`config.mk`:
```
export PLATFORM = sky130hd
export DESIGN_NAME = fdio_slave_app
export DESIGN_NICKNAME = d
export VERILOG_FILES = /design/src/fdio_slave_app.v
export VERILOG_INCLUDE_DIRS = /design/src
export SDC_FILE = /design/constraint.sdc
export NUM_CORES = 1
export LEC_CHECK = 0
export BUFFER_PORTS_ARGS = -buffer_cell sky130_fd_sc_hd__buf_2
export CORE_MARGIN = 1.5
export CORE_UTILIZATION = 45
export DETAILED_ROUTE_END_ITERATION = 16
export GPL_TIMING_DRIVEN = 0
export PLACE_DENSITY = 0.71
export SLEW_MARGIN = 10
export SYNTH_ARGS = -nofsm -noshare
export SYNTH_HDL_FRONTEND = slang
export SYNTH_SLANG_ARGS = --single-unit
```
`constraint.sdc`:
```
create_clock -name clock_i -period 2.8 [get_ports clock_i]
set_clock_uncertainty 0.15 [all_clocks]
set_input_delay 0.28 -clock clock_i [delete_from_list [all_inputs] [get_ports clock_i]]
set_output_delay 0.28 -clock clock_i [all_outputs]
set_load 0.05 [all_outputs]
```
`src/fdio_defs.vh`:
```
// constants of the fieldbus digital i/o slave application block
// assumes inclusion by bare name from the design file
`ifndef FDIO_DEFS_VH
`define FDIO_DEFS_VH

// register byte offsets on the avalon slave
`define FDIO_STATE_REQ_OFS 6'h00
`define FDIO_STATE_REP_OFS 6'h04
`define FDIO_ERR_CODE_OFS 6'h08
`define FDIO_CONFIG_OFS 6'h0C
`define FDIO_OUT_DATA_OFS 6'h10
`define FDIO_IN_DATA_OFS 6'h14
`define FDIO_IO_STATUS_OFS 6'h18
`define FDIO_SAFE_VAL_OFS 6'h1C
`define FDIO_OUT_USE_OFS 6'h20
`define FDIO_DELAYS_OFS 6'h24
`define FDIO_RESTORE_OFS 6'h28

// state field encodings
`define FDIO_ST_INIT 4'h1
`define FDIO_ST_PREOP 4'h2
`define FDIO_ST_BOOT 4'h3
`define FDIO_ST_SAFEOP 4'h4
`define FDIO_ST_OP 4'h8

// report and request word field positions
`define FDIO_ERR_FLAG_BIT 4
`define FDIO_ACK_BIT 4

// config register bit positions
`define FDIO_CFG_DC_MODE 0
`define FDIO_CFG_MBX_OK 1
`define FDIO_CFG_SYNC_OK 2
`define FDIO_CFG_OUT_OK 3
`define FDIO_CFG_IN_OK 4
`define FDIO_CFG_RESET 5'h1E

// error codes
`define FDIO_EC_NONE 16'h0000
`define FDIO_EC_UNSPEC 16'h0001
`define FDIO_EC_BAD_CHANGE 16'h0011
`define FDIO_EC_UNKNOWN 16'h0012
`define FDIO_EC_MBX_BOOT 16'h0015
`define FDIO_EC_MBX_PREOP 16'h0016
`define FDIO_EC_SYNC_CFG 16'h0017
`define FDIO_EC_SYNC_WDOG 16'h001B
`define FDIO_EC_OUT_CFG 16'h001D
`define FDIO_EC_IN_CFG 16'h001E

// emergency message codes
`define FDIO_EM_SUPPLY_BASE 16'h3001
`define FDIO_EM_OVERTEMP 16'h4001
`define FDIO_EM_RESET 16'h0000
`define FDIO_EM_SUPPLY_BIT 2
`define FDIO_EM_TEMP_BIT 4
`define FDIO_EM_OVERTEMP_IDX 5

// defaults and timing
`define FDIO_RESTORE_KEY 32'h00000001
`define FDIO_DELAY_RESET 32'h00000000
`define FDIO_LINK_TIMEOUT_US 1000
`define FDIO_CLK_MHZ 50

`endif

```
`src/fdio_slave_app.v`:
```
// fieldbus digital i/o slave: state machine, process data, emergencies
// assumes one 50 mhz clock, a master on avalon-mm and synchronous pins
`timescale 1ns/1ps
`default_nettype none
`include "fdio_defs.vh"

// ----------------------------------------------------------------------
// Overview of operation
// ----------------------------------------------------------------------
module fdio_slave_app #(
  parameter LINK_TIMEOUT_CYCLES =
    `FDIO_LINK_TIMEOUT_US * `FDIO_CLK_MHZ,
  parameter CHANNELS = 16
) (
  input wire clock_i,
  input wire resetn_i,
  // avalon-mm slave
  input wire [5:0] avs_address_i,
  input wire avs_read_i,
  input wire avs_write_i,
  input wire [31:0] avs_writedata_i,
  output wire [31:0] avs_readdata_o,
  output wire avs_waitrequest_o,
  // sync events, link supervision and application fault
  input wire frame_sync_event_i,
  input wire first_sync_pulse_i,
  input wire link_activity_i,
  input wire sync_watchdog_i,
  input wire app_fault_i,
  // channel pins
  input wire [CHANNELS-1:0] chan_in_i,
  output wire [CHANNELS-1:0] chan_out_o,
  output wire [CHANNELS-1:0] chan_out_en_o,
  // supply and temperature faults
  input wire [5:0] io_fault_i,
  input wire [5:0] supply_fault_i,
  // emergency messages
  output wire emcy_valid_o,
  output wire [63:0] emcy_frame_o,
  input wire emcy_ready_i,
  // defaults restore request for the next power-on, link timeout flag
  output wire restore_defaults_o,
  output wire link_timeout_o
);

  // --------------------------------------------------------------------
  // register state
  // --------------------------------------------------------------------
  reg [3:0] state_r, state_nxt;
  reg err_flag_r, err_flag_nxt;
  reg [15:0] err_code_r, err_code_nxt;
  reg [4:0] config_r;
  reg [CHANNELS-1:0] out_data_r;
  reg [CHANNELS-1:0] safe_val_r;
  reg [CHANNELS-1:0] out_use_r;
  reg [31:0] delays_r;
  reg restore_r;
  reg [31:0] rdata_r;
  reg ack_r;
  reg [CHANNELS-1:0] pin_out_r;
  reg [CHANNELS-1:0] pin_in_r;
  reg [15:0] out_cnt_r;
  reg out_busy_r;
  reg [15:0] in_cnt_r;
  reg in_busy_r;
  reg [31:0] wdog_cnt_r;
  reg timeout_r;
  reg [5:0] fault_rep_r;
  reg emcy_valid_r;
  reg [63:0] emcy_frame_r;
  reg [2:0] emcy_idx_r;

  wire access = avs_read_i | avs_write_i;
  wire wr_take = avs_write_i & ack_r;
  wire rd_take = avs_read_i & ~ack_r;
  wire req_wr = wr_take & (avs_address_i == `FDIO_STATE_REQ_OFS);
  wire [3:0] req_state = avs_writedata_i[3:0];
  wire req_ack = avs_writedata_i[`FDIO_ACK_BIT];
  wire dc_mode = config_r[`FDIO_CFG_DC_MODE];
  wire mbx_ok = config_r[`FDIO_CFG_MBX_OK];
  wire sync_ok = config_r[`FDIO_CFG_SYNC_OK];
  wire out_ok = config_r[`FDIO_CFG_OUT_OK];
  wire in_ok = config_r[`FDIO_CFG_IN_OK];
  wire run_state = (state_r == `FDIO_ST_OP) |
    (state_r == `FDIO_ST_SAFEOP);

  // --------------------------------------------------------------------
  // avalon slave: one wait cycle per access
  // --------------------------------------------------------------------
  // waitrequest drops in the second cycle of each access
  assign avs_waitrequest_o = access & ~ack_r;
  assign avs_readdata_o = rdata_r;

  always @(posedge clock_i or negedge resetn_i) begin
    if (!resetn_i) begin
      ack_r <= 1'b0;
    end else begin
      ack_r <= access & ~ack_r;
    end
  end

  // read data mux, unmapped reads return zero
  always @(posedge clock_i or negedge resetn_i) begin
    if (!resetn_i) begin
      rdata_r <= 32'h00000000;
    end else if (rd_take) begin
      case (avs_address_i)
        `FDIO_STATE_REQ_OFS: rdata_r <= {28'h0000000, state_r};
        `FDIO_STATE_REP_OFS: rdata_r <= {27'h0000000, err_flag_r, state_r};
        `FDIO_ERR_CODE_OFS: rdata_r <= {16'h0000, err_code_r};
        `FDIO_CONFIG_OFS: rdata_r <= {27'h0000000, config_r};
        `FDIO_OUT_DATA_OFS: rdata_r <= {16'h0000, out_data_r};
        `FDIO_IN_DATA_OFS: rdata_r <= {16'h0000, pin_in_r};
        `FDIO_IO_STATUS_OFS: rdata_r <= {26'h0000000, io_fault_i};
        `FDIO_SAFE_VAL_OFS: rdata_r <= {16'h0000, safe_val_r};
        `FDIO_OUT_USE_OFS: rdata_r <= {16'h0000, out_use_r};
        `FDIO_DELAYS_OFS: rdata_r <= delays_r;
        `FDIO_RESTORE_OFS: rdata_r <= {31'h00000000, restore_r};
        default: rdata_r <= 32'h00000000;
      endcase
    end
  end

  // writable registers
  always @(posedge clock_i or negedge resetn_i) begin
    if (!resetn_i) begin
      config_r <= `FDIO_CFG_RESET;
      out_data_r <= {CHANNELS{1'b0}};
      safe_val_r <= {CHANNELS{1'b0}};
      out_use_r <= {CHANNELS{1'b0}};
      delays_r <= `FDIO_DELAY_RESET;
      restore_r <= 1'b0;
    end else if (wr_take) begin
      case (avs_address_i)
        `FDIO_CONFIG_OFS: config_r <= avs_writedata_i[4:0];
        `FDIO_OUT_DATA_OFS: out_data_r <= avs_writedata_i[CHANNELS-1:0];
        `FDIO_SAFE_VAL_OFS: safe_val_r <= avs_writedata_i[CHANNELS-1:0];
        `FDIO_OUT_USE_OFS: out_use_r <= avs_writedata_i[CHANNELS-1:0];
        `FDIO_DELAYS_OFS: delays_r <= avs_writedata_i;
        `FDIO_RESTORE_OFS:
          restore_r <= (avs_writedata_i == `FDIO_RESTORE_KEY);
        default: restore_r <= restore_r;
      endcase
    end
  end

  assign restore_defaults_o = restore_r;

  // --------------------------------------------------------------------
  // state machine
  // --------------------------------------------------------------------
  // request write attempts transition
  always @* begin
    state_nxt = state_r;
    err_flag_nxt = err_flag_r;
    err_code_nxt = err_code_r;
    if (req_wr) begin
      if (req_state != `FDIO_ST_INIT && req_state != `FDIO_ST_PREOP &&
          req_state != `FDIO_ST_BOOT && req_state != `FDIO_ST_SAFEOP &&
          req_state != `FDIO_ST_OP) begin
        err_flag_nxt = 1'b1;
        err_code_nxt = `FDIO_EC_UNKNOWN;
      end else if (req_state == state_r) begin
        // acknowledge clears a pending error
        if (req_ack) begin
          err_flag_nxt = 1'b0;
          err_code_nxt = `FDIO_EC_NONE;
        end
      end else begin
        case (state_r)
          `FDIO_ST_INIT: begin
            if (req_state == `FDIO_ST_SAFEOP || req_state == `FDIO_ST_OP) begin
              err_flag_nxt = 1'b1;
              err_code_nxt = `FDIO_EC_BAD_CHANGE;
            end else if (!mbx_ok) begin
              err_flag_nxt = 1'b1;
              err_code_nxt = (req_state == `FDIO_ST_BOOT) ?
                `FDIO_EC_MBX_BOOT : `FDIO_EC_MBX_PREOP;
            end else begin
              state_nxt = req_state;
              err_flag_nxt = 1'b0;
              err_code_nxt = `FDIO_EC_NONE;
            end
          end
          `FDIO_ST_PREOP: begin
            if (req_state == `FDIO_ST_OP || req_state == `FDIO_ST_BOOT) begin
              err_flag_nxt = 1'b1;
              err_code_nxt = `FDIO_EC_BAD_CHANGE;
            end else if (req_state == `FDIO_ST_SAFEOP && !sync_ok) begin
              err_flag_nxt = 1'b1;
              err_code_nxt = `FDIO_EC_SYNC_CFG;
            end else if (req_state == `FDIO_ST_SAFEOP && !out_ok) begin
              err_flag_nxt = 1'b1;
              err_code_nxt = `FDIO_EC_OUT_CFG;
            end else if (req_state == `FDIO_ST_SAFEOP && !in_ok) begin
              err_flag_nxt = 1'b1;
              err_code_nxt = `FDIO_EC_IN_CFG;
            end else begin
              state_nxt = req_state;
              err_flag_nxt = 1'b0;
              err_code_nxt = `FDIO_EC_NONE;
            end
          end
          `FDIO_ST_SAFEOP, `FDIO_ST_OP: begin
            if (req_state == `FDIO_ST_BOOT) begin
              err_flag_nxt = 1'b1;
              err_code_nxt = `FDIO_EC_BAD_CHANGE;
            end else if (req_state == `FDIO_ST_OP && !sync_ok) begin
              err_flag_nxt = 1'b1;
              err_code_nxt = `FDIO_EC_SYNC_CFG;
            end else begin
              state_nxt = req_state;
              err_flag_nxt = 1'b0;
              err_code_nxt = `FDIO_EC_NONE;
            end
          end
          default: begin
            // boot may only fall back to init
            if (req_state == `FDIO_ST_INIT) begin
              state_nxt = req_state;
              err_flag_nxt = 1'b0;
              err_code_nxt = `FDIO_EC_NONE;
            end else begin
              err_flag_nxt = 1'b1;
              err_code_nxt = `FDIO_EC_BAD_CHANGE;
            end
          end
        endcase
      end
    end
    // hardware errors win over a request in the same cycle
    if (run_state && sync_watchdog_i) begin
      state_nxt = `FDIO_ST_SAFEOP;
      err_flag_nxt = 1'b1;
      err_code_nxt = `FDIO_EC_SYNC_WDOG;
    end else if (run_state && !in_ok) begin
      state_nxt = `FDIO_ST_PREOP;
      err_flag_nxt = 1'b1;
      err_code_nxt = `FDIO_EC_IN_CFG;
    end else if (run_state && !out_ok) begin
      state_nxt = `FDIO_ST_SAFEOP;
      err_flag_nxt = 1'b1;
      err_code_nxt = `FDIO_EC_OUT_CFG;
    end else if (app_fault_i) begin
      err_flag_nxt = 1'b1;
      err_code_nxt = `FDIO_EC_UNSPEC;
    end
  end

  always @(posedge clock_i or negedge resetn_i) begin
    if (!resetn_i) begin
      state_r <= `FDIO_ST_INIT;
      err_flag_r <= 1'b0;
      err_code_r <= `FDIO_EC_NONE;
    end else begin
      state_r <= state_nxt;
      err_flag_r <= err_flag_nxt;
      err_code_r <= err_code_nxt;
    end
  end

  // --------------------------------------------------------------------
  // connection watchdog
  // --------------------------------------------------------------------
  // timeout on link silence
  always @(posedge clock_i or negedge resetn_i) begin
    if (!resetn_i) begin
      wdog_cnt_r <= 32'h00000000;
      timeout_r <= 1'b0;
    end else if (link_activity_i) begin
      wdog_cnt_r <= 32'h00000000;
      timeout_r <= 1'b0;
    end else if (wdog_cnt_r >= LINK_TIMEOUT_CYCLES - 1) begin
      timeout_r <= 1'b1;
    end else begin
      wdog_cnt_r <= wdog_cnt_r + 32'h00000001;
    end
  end

  assign link_timeout_o = timeout_r;

  // --------------------------------------------------------------------
  // process data update and timing
  // --------------------------------------------------------------------
  // delay counters started by the first sync pulse
  always @(posedge clock_i or negedge resetn_i) begin
    if (!resetn_i) begin
      out_cnt_r <= 16'h0000;
      out_busy_r <= 1'b0;
      in_cnt_r <= 16'h0000;
      in_busy_r <= 1'b0;
    end else begin
      if (dc_mode && first_sync_pulse_i) begin
        out_cnt_r <= delays_r[15:0];
        out_busy_r <= 1'b1;
        in_cnt_r <= delays_r[31:16];
        in_busy_r <= 1'b1;
      end else begin
        if (out_busy_r && out_cnt_r != 16'h0000)
          out_cnt_r <= out_cnt_r - 16'h0001;
        else
          out_busy_r <= 1'b0;
        if (in_busy_r && in_cnt_r != 16'h0000)
          in_cnt_r <= in_cnt_r - 16'h0001;
        else
          in_busy_r <= 1'b0;
      end
    end
  end

  wire out_due = out_busy_r & (out_cnt_r == 16'h0000);
  wire in_due = in_busy_r & (in_cnt_r == 16'h0000);
  wire out_upd = dc_mode ? out_due : frame_sync_event_i;
  wire in_upd = dc_mode ? in_due : 1'b1;

  // pin output register, safe values outside operational
  always @(posedge clock_i or negedge resetn_i) begin
    if (!resetn_i) begin
      pin_out_r <= {CHANNELS{1'b0}};
    end else if (timeout_r || state_r != `FDIO_ST_OP) begin
      pin_out_r <= safe_val_r;
    end else if (out_upd) begin
      pin_out_r <= out_data_r;
    end
  end

  assign chan_out_o = pin_out_r & out_use_r;
  assign chan_out_en_o = out_use_r;

  always @(posedge clock_i or negedge resetn_i) begin
    if (!resetn_i) begin
      pin_in_r <= {CHANNELS{1'b0}};
    end else if (in_upd) begin
      pin_in_r <= (chan_in_i & ~out_use_r) | (chan_out_o & out_use_r);
    end
  end

  // --------------------------------------------------------------------
  // emergency messages
  // --------------------------------------------------------------------
  // lowest changed fault is reported first
  reg [5:0] fault_diff;
  reg [2:0] pick;
  reg found;
  integer k;
  always @* begin
    fault_diff = supply_fault_i ^ fault_rep_r;
    pick = 3'h0;
    found = 1'b0;
    for (k = 5; k >= 0; k = k - 1) begin
      if (fault_diff[k]) begin
        pick = k[2:0];
        found = 1'b1;
      end
    end
  end

  // register bits as they stand once the pick is reported
  wire [5:0] after_rep = fault_rep_r ^ (6'h01 << pick);
  wire [7:0] err_reg = {3'h0, after_rep[5], 1'b0, |after_rep[4:0], 2'h0};
  wire rising = supply_fault_i[pick];
  wire [15:0] em_code = !rising ? `FDIO_EM_RESET :
    (pick == `FDIO_EM_OVERTEMP_IDX) ? `FDIO_EM_OVERTEMP :
    `FDIO_EM_SUPPLY_BASE + {13'h0000, pick};
  wire [7:0] diag_n = {5'h00, pick} + 8'h01;

  always @(posedge clock_i or negedge resetn_i) begin
    if (!resetn_i) begin
      fault_rep_r <= 6'h00;
      emcy_valid_r <= 1'b0;
      emcy_frame_r <= 64'h0000000000000000;
      emcy_idx_r <= 3'h0;
    end else if (emcy_valid_r) begin
      if (emcy_ready_i) begin
        emcy_valid_r <= 1'b0;
        fault_rep_r[emcy_idx_r] <= ~fault_rep_r[emcy_idx_r];
      end
    end else if (found) begin
      emcy_valid_r <= 1'b1;
      emcy_idx_r <= pick;
      emcy_frame_r <= {8'h00, 8'h00, 8'h00, diag_n, 8'h00, err_reg,
        em_code[15:8], em_code[7:0]};
    end
  end

  assign emcy_valid_o = emcy_valid_r;
  assign emcy_frame_o = emcy_frame_r;

endmodule // fdio_slave_app
`default_nettype wire

```
* Word-level counts from Yosys, hierarchy flattened *
Index checks and enable logic that the tools add are counted.

word-level totals
  register bits after elaboration = 275
  input bits = 76
  output and inout bits = 132
  word-level logic and storage cells = 231

operators by class
  add/subtract/negate cells = 5
  magnitude comparators = 4
  equal/unequal tests = 41
  shift-type cells = 1
  multiplexer cells = 94
  bitwise gates (word level) = 18
  reduce and logical (&&, ||, !) cells = 45

operator list
  operator                                                                  number
  32-bit case mux with 11 select lines                                      1
  16-bit two-way mux                                                        14
  32-bit two-way mux                                                        2
  4-bit two-way mux                                                         15
  16-bit bitwise AND                                                        3
  16-bit case mux with 3 select lines                                       1
  5-bit two-way mux                                                         9
  5-bit != test (second input constant)                                     8
  1-bit two-way mux                                                         37
  32-bit by 1-bit adder with 32-bit output (second input constant)          1
  32-bit by 1-bit == test with 1-bit output (second input constant)         1
  32-bit by 16-bit >= comparator with 1-bit output (second input constant)  1
  16-bit zero test                                                          2
  16-bit nonzero test                                                       2
  16-bit by 1-bit subtractor with 16-bit output (second input constant)     2
  15-bit two-way mux                                                        2
  6-bit by 5-bit == test with 1-bit output (second input constant)          4
  6-bit == test (second input constant)                                     3
  3-bit two-way mux                                                         6
  2-bit AND reduction                                                       9
  16-bit NOT                                                                1
  16-bit OR                                                                 1
  14-bit by 3-bit adder with 15-bit output (first input constant)           1
  1-bit logical AND                                                         15
  other kinds (38)                                                          67

* Longest topological paths before layout *
Gate-level depths: netlist of the first run.

  word-level depth = 14
  gate-level depth with buffers = 13

* Worst setup path before layout of the first run *
No wires, ideal clock.

  kind = flip-flop to flip-flop
  start = reg fault_rep_r[1]
  end = reg emcy_frame_r[18], in the netlist emcy_frame_o[18]
  library setup time = 0.165 ns
  data arrival time = 2.224 ns
  data required time = 2.485 ns
  setup slack = 0.261 ns
  cell stages (with the launch flop) = 12
  path buffers = 2
  cell sequence = dfrtp_1 buf_2 xor2_1 a211o_1 and2_1 clkbuf_1 inv_1 ha_1 or4_1 a21o_1 nand3_1 a41oi_1

on the way
  word-level cells in the longest chain between the ends = 6
  elaborated cells between the ends (all ways) = 9
  classes of those cells = 1 x shift; 4 x mux; 2 x bitwise; 2 x reduce/logical

ends and longest elaborated chain
  element                                      RTL line              RTL
  start: declaration                           fdio_slave_app.v:68   reg [5:0] fault_rep_r;
  start signal: indexed assignment             fdio_slave_app.v:376  fault_rep_r[emcy_idx_r] <= ~fault_rep_r[emcy_idx_r];
  6-bit XOR                                    fdio_slave_app.v:347  fault_diff = supply_fault_i ^ fault_rep_r;
  3-bit two-way mux (2 in a row)               fdio_slave_app.v:351  if (fault_diff[k]) begin
  via pick[0]                                  fdio_slave_app.v:343  reg [2:0] pick;
  1-bit by 3-bit left shift with 6-bit output  fdio_slave_app.v:359  wire [5:0] after_rep = fault_rep_r ^ (6'h01 << pick);
  6-bit XOR                                    fdio_slave_app.v:359
  5-bit OR reduction                           fdio_slave_app.v:360  wire [7:0] err_reg = {3'h0, after_rep[5], 1'b0, |after_rep[4:0], 2'h0};
  end signal: assignment                       fdio_slave_app.v:381  emcy_frame_r <= {8'h00, 8'h00, 8'h00, diag_n, 8'h00, err_reg,
  end: declaration                             fdio_slave_app.v:70   reg [63:0] emcy_frame_r;

The timed path passes the listed nets, and every way through them passes these cells.
A chain may end at the register's enable or synchronous reset.

* Worst setup path in the final report of the first run *
  start = reg in_cnt_r[0]
  end = reg pin_in_r[0]

on the way
  word-level cells in the longest chain between the ends = 3

ends and longest elaborated chain
  element                   RTL line              RTL
  start: declaration        fdio_slave_app.v:64   reg [15:0] in_cnt_r;
  start signal: assignment  fdio_slave_app.v:296  in_cnt_r <= delays_r[31:16];
  start signal: assignment  fdio_slave_app.v:304  in_cnt_r <= in_cnt_r - 16'h0001;
  16-bit zero test          fdio_slave_app.v:312  wire in_due = in_busy_r & (in_cnt_r == 16'h0000);
  1-bit bitwise AND         fdio_slave_app.v:312
  1-bit two-way mux         fdio_slave_app.v:314  wire in_upd = dc_mode ? in_due : 1'b1;
  end signal: assignment    fdio_slave_app.v:332  pin_in_r <= {CHANNELS{1'b0}};
  end signal: assignment    fdio_slave_app.v:334  pin_in_r <= (chan_in_i & ~out_use_r) | (chan_out_o & out_use_r);
  end: declaration          fdio_slave_app.v:61   reg [CHANNELS-1:0] pin_in_r;

Every way passes these cells.

==> results of run 1 <==
[how the worst min path moves through the flow]
stage                                              end  slack (ns)  cells past startpoint                          from
after floorplan                        ack_r$_DFF_PN0_       -0.17                      0                      resetn_i
after global placement    emcy_frame_o[33]$_DFFE_PN0P_        0.31                      2  emcy_frame_o[33]$_DFFE_PN0P_
after detailed placement     err_code_r[2]$_DFFE_PN0P_        0.14                      1                      resetn_i
after CTS                    err_code_r[0]$_DFFE_PN0P_        0.01                      3               sync_watchdog_i
after global routing         out_data_r[4]$_DFFE_PN0P_        0.02                      2            avs_writedata_i[4]
final                        err_code_r[0]$_DFFE_PN0P_        0.02                      3               sync_watchdog_i
[cell usage in the layout, fill, tap and decap left out, types with 21 or more instances in the layout]
| cell | instances |
|---|---|
| clkbuf_16 | 27 |
| xnor2_1 | 35 |
| clkbuf_1 | 44 |
| nor3_1 | 21 |
| a21oi_1 | 68 |
| buf_4 | 58 |
| mux2_2 | 86 |
| nand2_1 | 106 |
| dlygate4sd3_1 | 49 |
| nor4_1 | 22 |
| mux2i_1 | 29 |
| nor2b_1 | 23 |
| nor2_1 | 87 |
| buf_2 | 169 |
| inv_1 | 39 |
| and2_1 | 23 |
| dfrtp_1 | 243 |
| xor2_1 | 21 |
| o21ai_0 | 53 |
| conb_1 | 51 |
| a22o_1 | 32 |
[timing repair]
action	in CTS	in global routing
endpoints found under the hold margin	154	0
hold buffers	49	0
setup endpoints to repair	43	24
buffers inserted	2	3
pin swaps	1	1
gates resized for setup	7	9
gates cloned	0	0
[per-stage QoR]
| stage | instance area [sq um] | cells | TNS [ns] | setup WS [ns] |
|---|---|---|---|---|
| after floorplan | 12970 | 1283 | 0 | 0.2614 |
| after global placement | 14200 | 1813 | -813.78 | -3.272 |
| after detailed placement | 14270 | 1815 | -11.63 | -0.5078 |
| after CTS | 15710 | 1915 | 0 | 0.008598 |
| after global routing | 15750 | 1917 | 0 | 0.001929 |
| final | 15750 | 1917 | 0 | 0.07328 |
[power by group through the flow]
| stage | clock network (mW) | logic [mW] | registers, mW |
|---|---|---|---|
| after floorplan | 0 | 2.05 | 4.90 |
| after global placement | 0 | 2.94 | 4.74 |
| after detailed placement | 0 | 3.00 | 4.76 |
| after CTS | 3.66 | 3.07 | 4.72 |
| after global routing | 3.81 | 3.40 | 4.81 |
| final | 3.58 | 3.07 | 4.74 |
[final cells by class]
| cell class | count | area [sq um] |
|---|---|---|
| fill | 2440 | 12110 |
| tap | 378 | 473.0 |
| buffer | 114 | 675.6 |
| clock inverter | 9 | 102.6 |
| timing repair buffer | 208 | 1354 |
| multi-input combinational | 878 | 5934 |
| clock buffer | 41 | 798.3 |
| sequential | 250 | 6265 |
| inverter | 39 | 146.4 |
[cells by family (layout without fill, tap and decap cells)]
family / count (synthesis) / in the layout / synth area share
AO/OA/AOI/OAI: 256 / 256 / 0.1354
XOR/XNOR: 61 / 61 / 0.04238
adder cells (fa/ha/maj): 8 / 8 / 0.007830
buffers and inverters: 155 / 411 / 0.06460
flip-flops: 250 / 250 / 0.4899
multiplexers: 119 / 119 / 0.1029
other: 1 / 51 / 0.0002933
AND/OR/NAND/NOR: 383 / 383 / 0.1568
[sequential cells by signal (all words and copies together), names as in the netlist, 6 cells and up]
signal / flops
pin_out_r: 16
pin_in_r: 16
out_data_r: 16
safe_val_r: 16
in_cnt_r: 16
avs_readdata_o: 32
out_cnt_r: 16
delays_r: 32
chan_out_en_o: 16
emcy_frame_o: 12
fault_rep_r: 6
wdog_cnt_r: 32
[layer usage]
layer	vias to the layer above	global-route usage	wire (um)
li1	4873	-	-
met1	5106	0.3148	14820
met2	413	0.3931	16490
met3	93	0.03843	2511
met4	0	0.09001	1160
met5	-	0	0
[worst register-to-register path, cell delays in order, from the launching register on]
cell and delay, ns:
dfrtp_1 0.39, inv_1 0.09, ha_1 0.17, or4b_1 0.51, or3_4 0.40, nor2_1 0.12, a21boi_1 0.22, clkbuf_2 0.32
nand2_1 0.12, o21ai_0 0.09
==> flow_summary.yaml, run 1 <==
sta:
  slew_violations: 0
  final-setup-viol-count: 0
  finalCriticalPeriod_ns: 2.727
  max_slew.worst_pin.slew_ns: 1.143
  finalCritPeriodShare: 0.9738
  whs_ns: 0.02440
  fmax_ghz: 0.3667
  grt_setup_unrepaired: "no"
  relSlewSlack: 0.2271
  finalHoldViolations: 0
setup_path:
  endpoint_kind: "flop"
  cp.depth: 9
  max_stage_delay_ns: 0.51
  crit_start: "in_cnt_r[0]$_DFFE_PN0P_"
  path_max_fanout: 10
  crit_slowest_cell: "or4b_1"
  crit_family: "simple AND/OR/NAND/NOR gates"
  start_kind: "flop"
  r2r.worst_path.cells: 9
  rr_endpoint: "pin_in_r[0]$_DFFE_PN0P_"
  crit_buf_inv: 2
  crit_path_end: "pin_in_r[0]$_DFFE_PN0P_"
  arrival_ns: 2.97
  critical_path.cell_chain: "inv_1 -> ha_1 -> or4b_1 -> or3_4 -> nor2_1 -> a21boi_1 -> clkbuf_2 -> nand2_1 -> o21ai_0"
  reg2reg_slack_ns: 0.07
  worstSetupPathType: "flop to flop"
  r2r_start: "in_cnt_r[0]$_DFFE_PN0P_"
  cp_data_required_time_ns: 3.04
hold_path:
  hold_class: "input port to flop"
drt:
  post_drt_wl_per_cell_um: 18.24
  via_count: 10490
  ant_nets: 0
  drt_first_pass_iters: 6
  drc_errors: 0
  drt-vias-per-instance: 5.469
  totalWireLength_um: 34980
  dr.first_iter.drc_count: 835
synth:
  synth_flop_cell: "dfrtp_1"
  synth.avg_cell_area_sq_um: 10.37
  synth_top_cell_by_area: "dfrtp_1"
  synth.most_common_cell: "dfrtp_1"
  synth_top_area_share: 0.4796
  yosysSeqAreaShare: 0.4899
  netlist_area_sq_mm: 0.01278
  synth_cell_type_count: 83
  ys_top_cells_by_area: "dfrtp_1 48%, mux2_2 7.6%, buf_4 3.1%"
  netlist_top_cells_count: "245 x dfrtp_1, 106 x nand2_1, 88 x nor2_1, 86 x mux2_2, 68 x a21oi_1"
  synth_seq_cells: 250
  synth-edff-count: 0
  synthArstFlopShare: 1.000
  synthCells: 1233
  ys_warn_count: 0
global_route:
  grt_usage: 0.2381
  grt_pass1_vias: 10380
  grt_pass1_wl_um: 54920
  grt_start_max_net_pins: 92
  grt_remaining_overflow: 0
  antenna_found_initial: 0
cts:
  cts.clk_slew.worst_paths_ns: 0.06
  clkSinkCount: 250
  clock_latency_ns: 0.54
  htree_levels: 1
  cts_buffers: 27
  cts_tree: "done"
  cts_buffer_depth: 3
  cts_root_buf: "clkbuf_16"
finish:
  finalNetCount: 1602
  antenna_cells: 0
  syn2layout_area_growth_pct: 23.20
  postLayoutCoreUtil: 0.5653
  drive_gt1_frac: 0.2632
outcome:
  status: "complete, no violations"
die:
  dieHeight_um: 171.5
  dieArea_sq_mm: 0.02943
  placementRows: 61
  io_pins: 208
  die_x_um: 171.5
  core_area_sq_mm: 0.02786
  initial_utilization: 0.4589
power:
  p_sw_mw: 3.827
  p_clk_frac: 0.315
  power_frac_seq: 0.416
  finalPower_mw: 11.39
  p_comb_frac: 0.270
  power.leakage_nw: 7.339
  ir_worst_vdd_v: 0.0005025
  p_sw_frac: 0.3359
  power.density_mw_per_mm2: 723.5
  internal_power_mw: 7.568
place:
  dpl.hpwl_um: 24760
  portBuffers: 152
  gp_congestion: 0.9446
run:
  cap_violations: 0
(Power assumes the default switching activity.)
==> run 2, diff against run 1 <==
--- a/config.mk
+++ b/config.mk
@@ -7,11 +7,13 @@
 export NUM_CORES = 1
 export LEC_CHECK = 0
 export BUFFER_PORTS_ARGS = -buffer_cell sky130_fd_sc_hd__buf_2
+export CAP_MARGIN = 30
 export CORE_MARGIN = 1.5
 export CORE_UTILIZATION = 45
 export DETAILED_ROUTE_END_ITERATION = 16
 export GPL_TIMING_DRIVEN = 0
 export PLACE_DENSITY = 0.71
+export SETUP_SLACK_MARGIN = 0.15
 export SLEW_MARGIN = 10
 export SYNTH_ARGS = -nofsm -noshare
 export SYNTH_HDL_FRONTEND = slang
==> flow_summary.yaml, run 2 (synthesis gave the netlist of run 1 again) <==
sta:
  slew_violations: 0
  relSlewSlack: 0.4252
  final-setup-viol-count: 0
  fmax_ghz: 0.3866
  grt_setup_unrepaired: "yes"
  finalCriticalPeriod_ns: 2.586
  whs_ns: 0.03687
  finalCritPeriodShare: 0.9237
  worst_slack_ns: 0.2137
  finalHoldViolations: 0
  final.setup.tns_ns: 0
  max_slew.worst_pin.slew_ns: 0.8622
drt:
  met1_length_um: 15070
  met2_length_um: 16840
  drc_errors: 0
  dr_wl_met3_um: 2257
  dr.first_iter.drc_count: 795
  post_drt_wl_per_cell_um: 18.22
  top_layer: "met4"
  drt-vias-per-instance: 5.422
  via_count: 10410
  ant_nets: 0
  drt_first_pass_iters: 6
  totalWireLength_um: 34970
power:
  ir_worst_vdd_v: 0.0005846
  finalPower_mw: 11.61
  power.density_mw_per_mm2: 730.5
  power.leakage_nw: 7.382
setup_path:
  reg2reg_slack_ns: 0.21
  critical_path.cell_chain: "inv_1 -> ha_1 -> or4b_4 -> or3_4 -> or4_1 -> xor2_1 -> a21oi_1"
  worstSetupPathType: "flop to flop"
  crit_slowest_cell: "or4_1"
  endpoint_kind: "flop"
  start_kind: "flop"
  path_max_fanout: 6
  max_stage_delay_ns: 0.52
  arrival_ns: 2.82
  cp_data_required_time_ns: 3.04
global_route:
  antenna_found_initial: 0
  grt_start_max_net_pins: 92
  grt_remaining_overflow: 0
  grt_pass1_vias: 10460
  grt_usage: 0.2379
  grt_pass1_wl_um: 54930
cts:
  clkSinkCount: 250
  clock_latency_ns: 0.53
  cts_buffers: 28
  cts.clk_slew.worst_paths_ns: 0.06
  cts_buffer_depth: 3
  cts_tree: "done"
  cts_root_buf: "clkbuf_16"
  htree_levels: 1
place:
  gp_congestion: 0.9446
  dpl.hpwl_um: 24830
  portBuffers: 152
  pre_cts_ws_ns: -0.1362
  placed_cells: 1819
finish:
  drive_gt1_frac: 0.2706
  fill_cells: 2410
  finalNetCount: 1604
  final_cell_mix: "242 x dfrtp_1, 167 x buf_2, 106 x nand2_1"
  antenna_cells: 0
  syn2layout_area_growth_pct: 24.36
  fin_cells: 1919
  final_common_cell: "dfrtp_1"
die:
  core_area_sq_mm: 0.02786
  dieHeight_um: 171.5
  die_x_um: 171.5
  placementRows: 61
  dieArea_sq_mm: 0.02943
  io_pins: 208
  initial_utilization: 0.4589
hold_path:
  hold_class: "input port to flop"
run:
  cap_violations: 0
outcome:
  status: "complete, no violations"
==> run 2: cell type report <==
type | instances | area [sq um] | share of cell area
Clock buffer | 42 | 834.6 | 0.05250
Clock inverter | 9 | 98.84 | 0.006218
Tap cell | 378 | 473.0 | 0.02975
Sequential cell | 250 | 6266 | 0.3941
Inverter | 39 | 146.4 | 0.009208
Timing Repair Buffer | 209 | 1361 | 0.08563
Buffer | 114 | 703.2 | 0.04423
Multi-Input combinational cell | 878 | 6015 | 0.3783
==> run 2: through the flow <==
step | util | cell area, sq um
final | 0.5707 | 15900
after global routing | 0.5707 | 15900
after CTS | 0.5676 | 15810
after detailed placement | 0.5133 | 14300
after global placement | 0.5099 | 14200
after floorplan | - | 12970
==> run 2: critical path: cells and delay by family, from the launching register on <==
family	cells	cell delay, ns
fa+ha+maj	1	0.17
flops	1	0.39
buf+inv	1	0.09
simple gates	3	1.40
xor+xnor	1	0.16
compound gates	1	0.08
==> run 2: what timing repair did <==
| item | CTS | global route |
|---|---|---|
| hold buffers | 49 | 0 |
| setup buffers | 2 | 0 |
| hold endpoints to repair | 154 | 0 |
| gates resized for setup | 21 | 23 |
| pin swaps | 2 | 0 |
| setup endpoints to repair | 48 | 49 |
==> run 2: power breakdown <==
part / leakage (nW) / internal [mW] / total, mW / switching [mW]
Sequential: 3.26 / 4.19 / 4.74 / 0.546
Combinational: 3.66 / 1.31 / 3.20 / 1.90
Clock: 0.465 / 2.23 / 3.67 / 1.44
Total: 7.38 / 7.73 / 11.6 / 3.88
==> run 2: routing by layer <==
layer	up-vias	track usage
li1	4870	-
met4	0	0.07056
met5	-	0
met1	5082	0.3146
met2	382	0.3990
met3	71	0.04165
==> run 2: worst paths after layout <==
path | cells past startpoint | end | from
hold reg to reg | 2 | emcy_frame_o[33]$_DFFE_PN0P_ | emcy_frame_o[33]$_DFFE_PN0P_
setup / recovery | 7 | in_cnt_r[14]$_DFFE_PN0P_ | in_cnt_r[0]$_DFFE_PN0P_
min in group asynchronous | 2 | err_code_r[2]$_DFFE_PN0P_ | resetn_i
setup reg to reg | 7 | in_cnt_r[14]$_DFFE_PN0P_ | in_cnt_r[0]$_DFFE_PN0P_
max in group asynchronous | 4 | avs_readdata_o[30]$_DFFE_PN0P_ | resetn_i
hold / removal | 3 | err_code_r[0]$_DFFE_PN0P_ | sync_watchdog_i
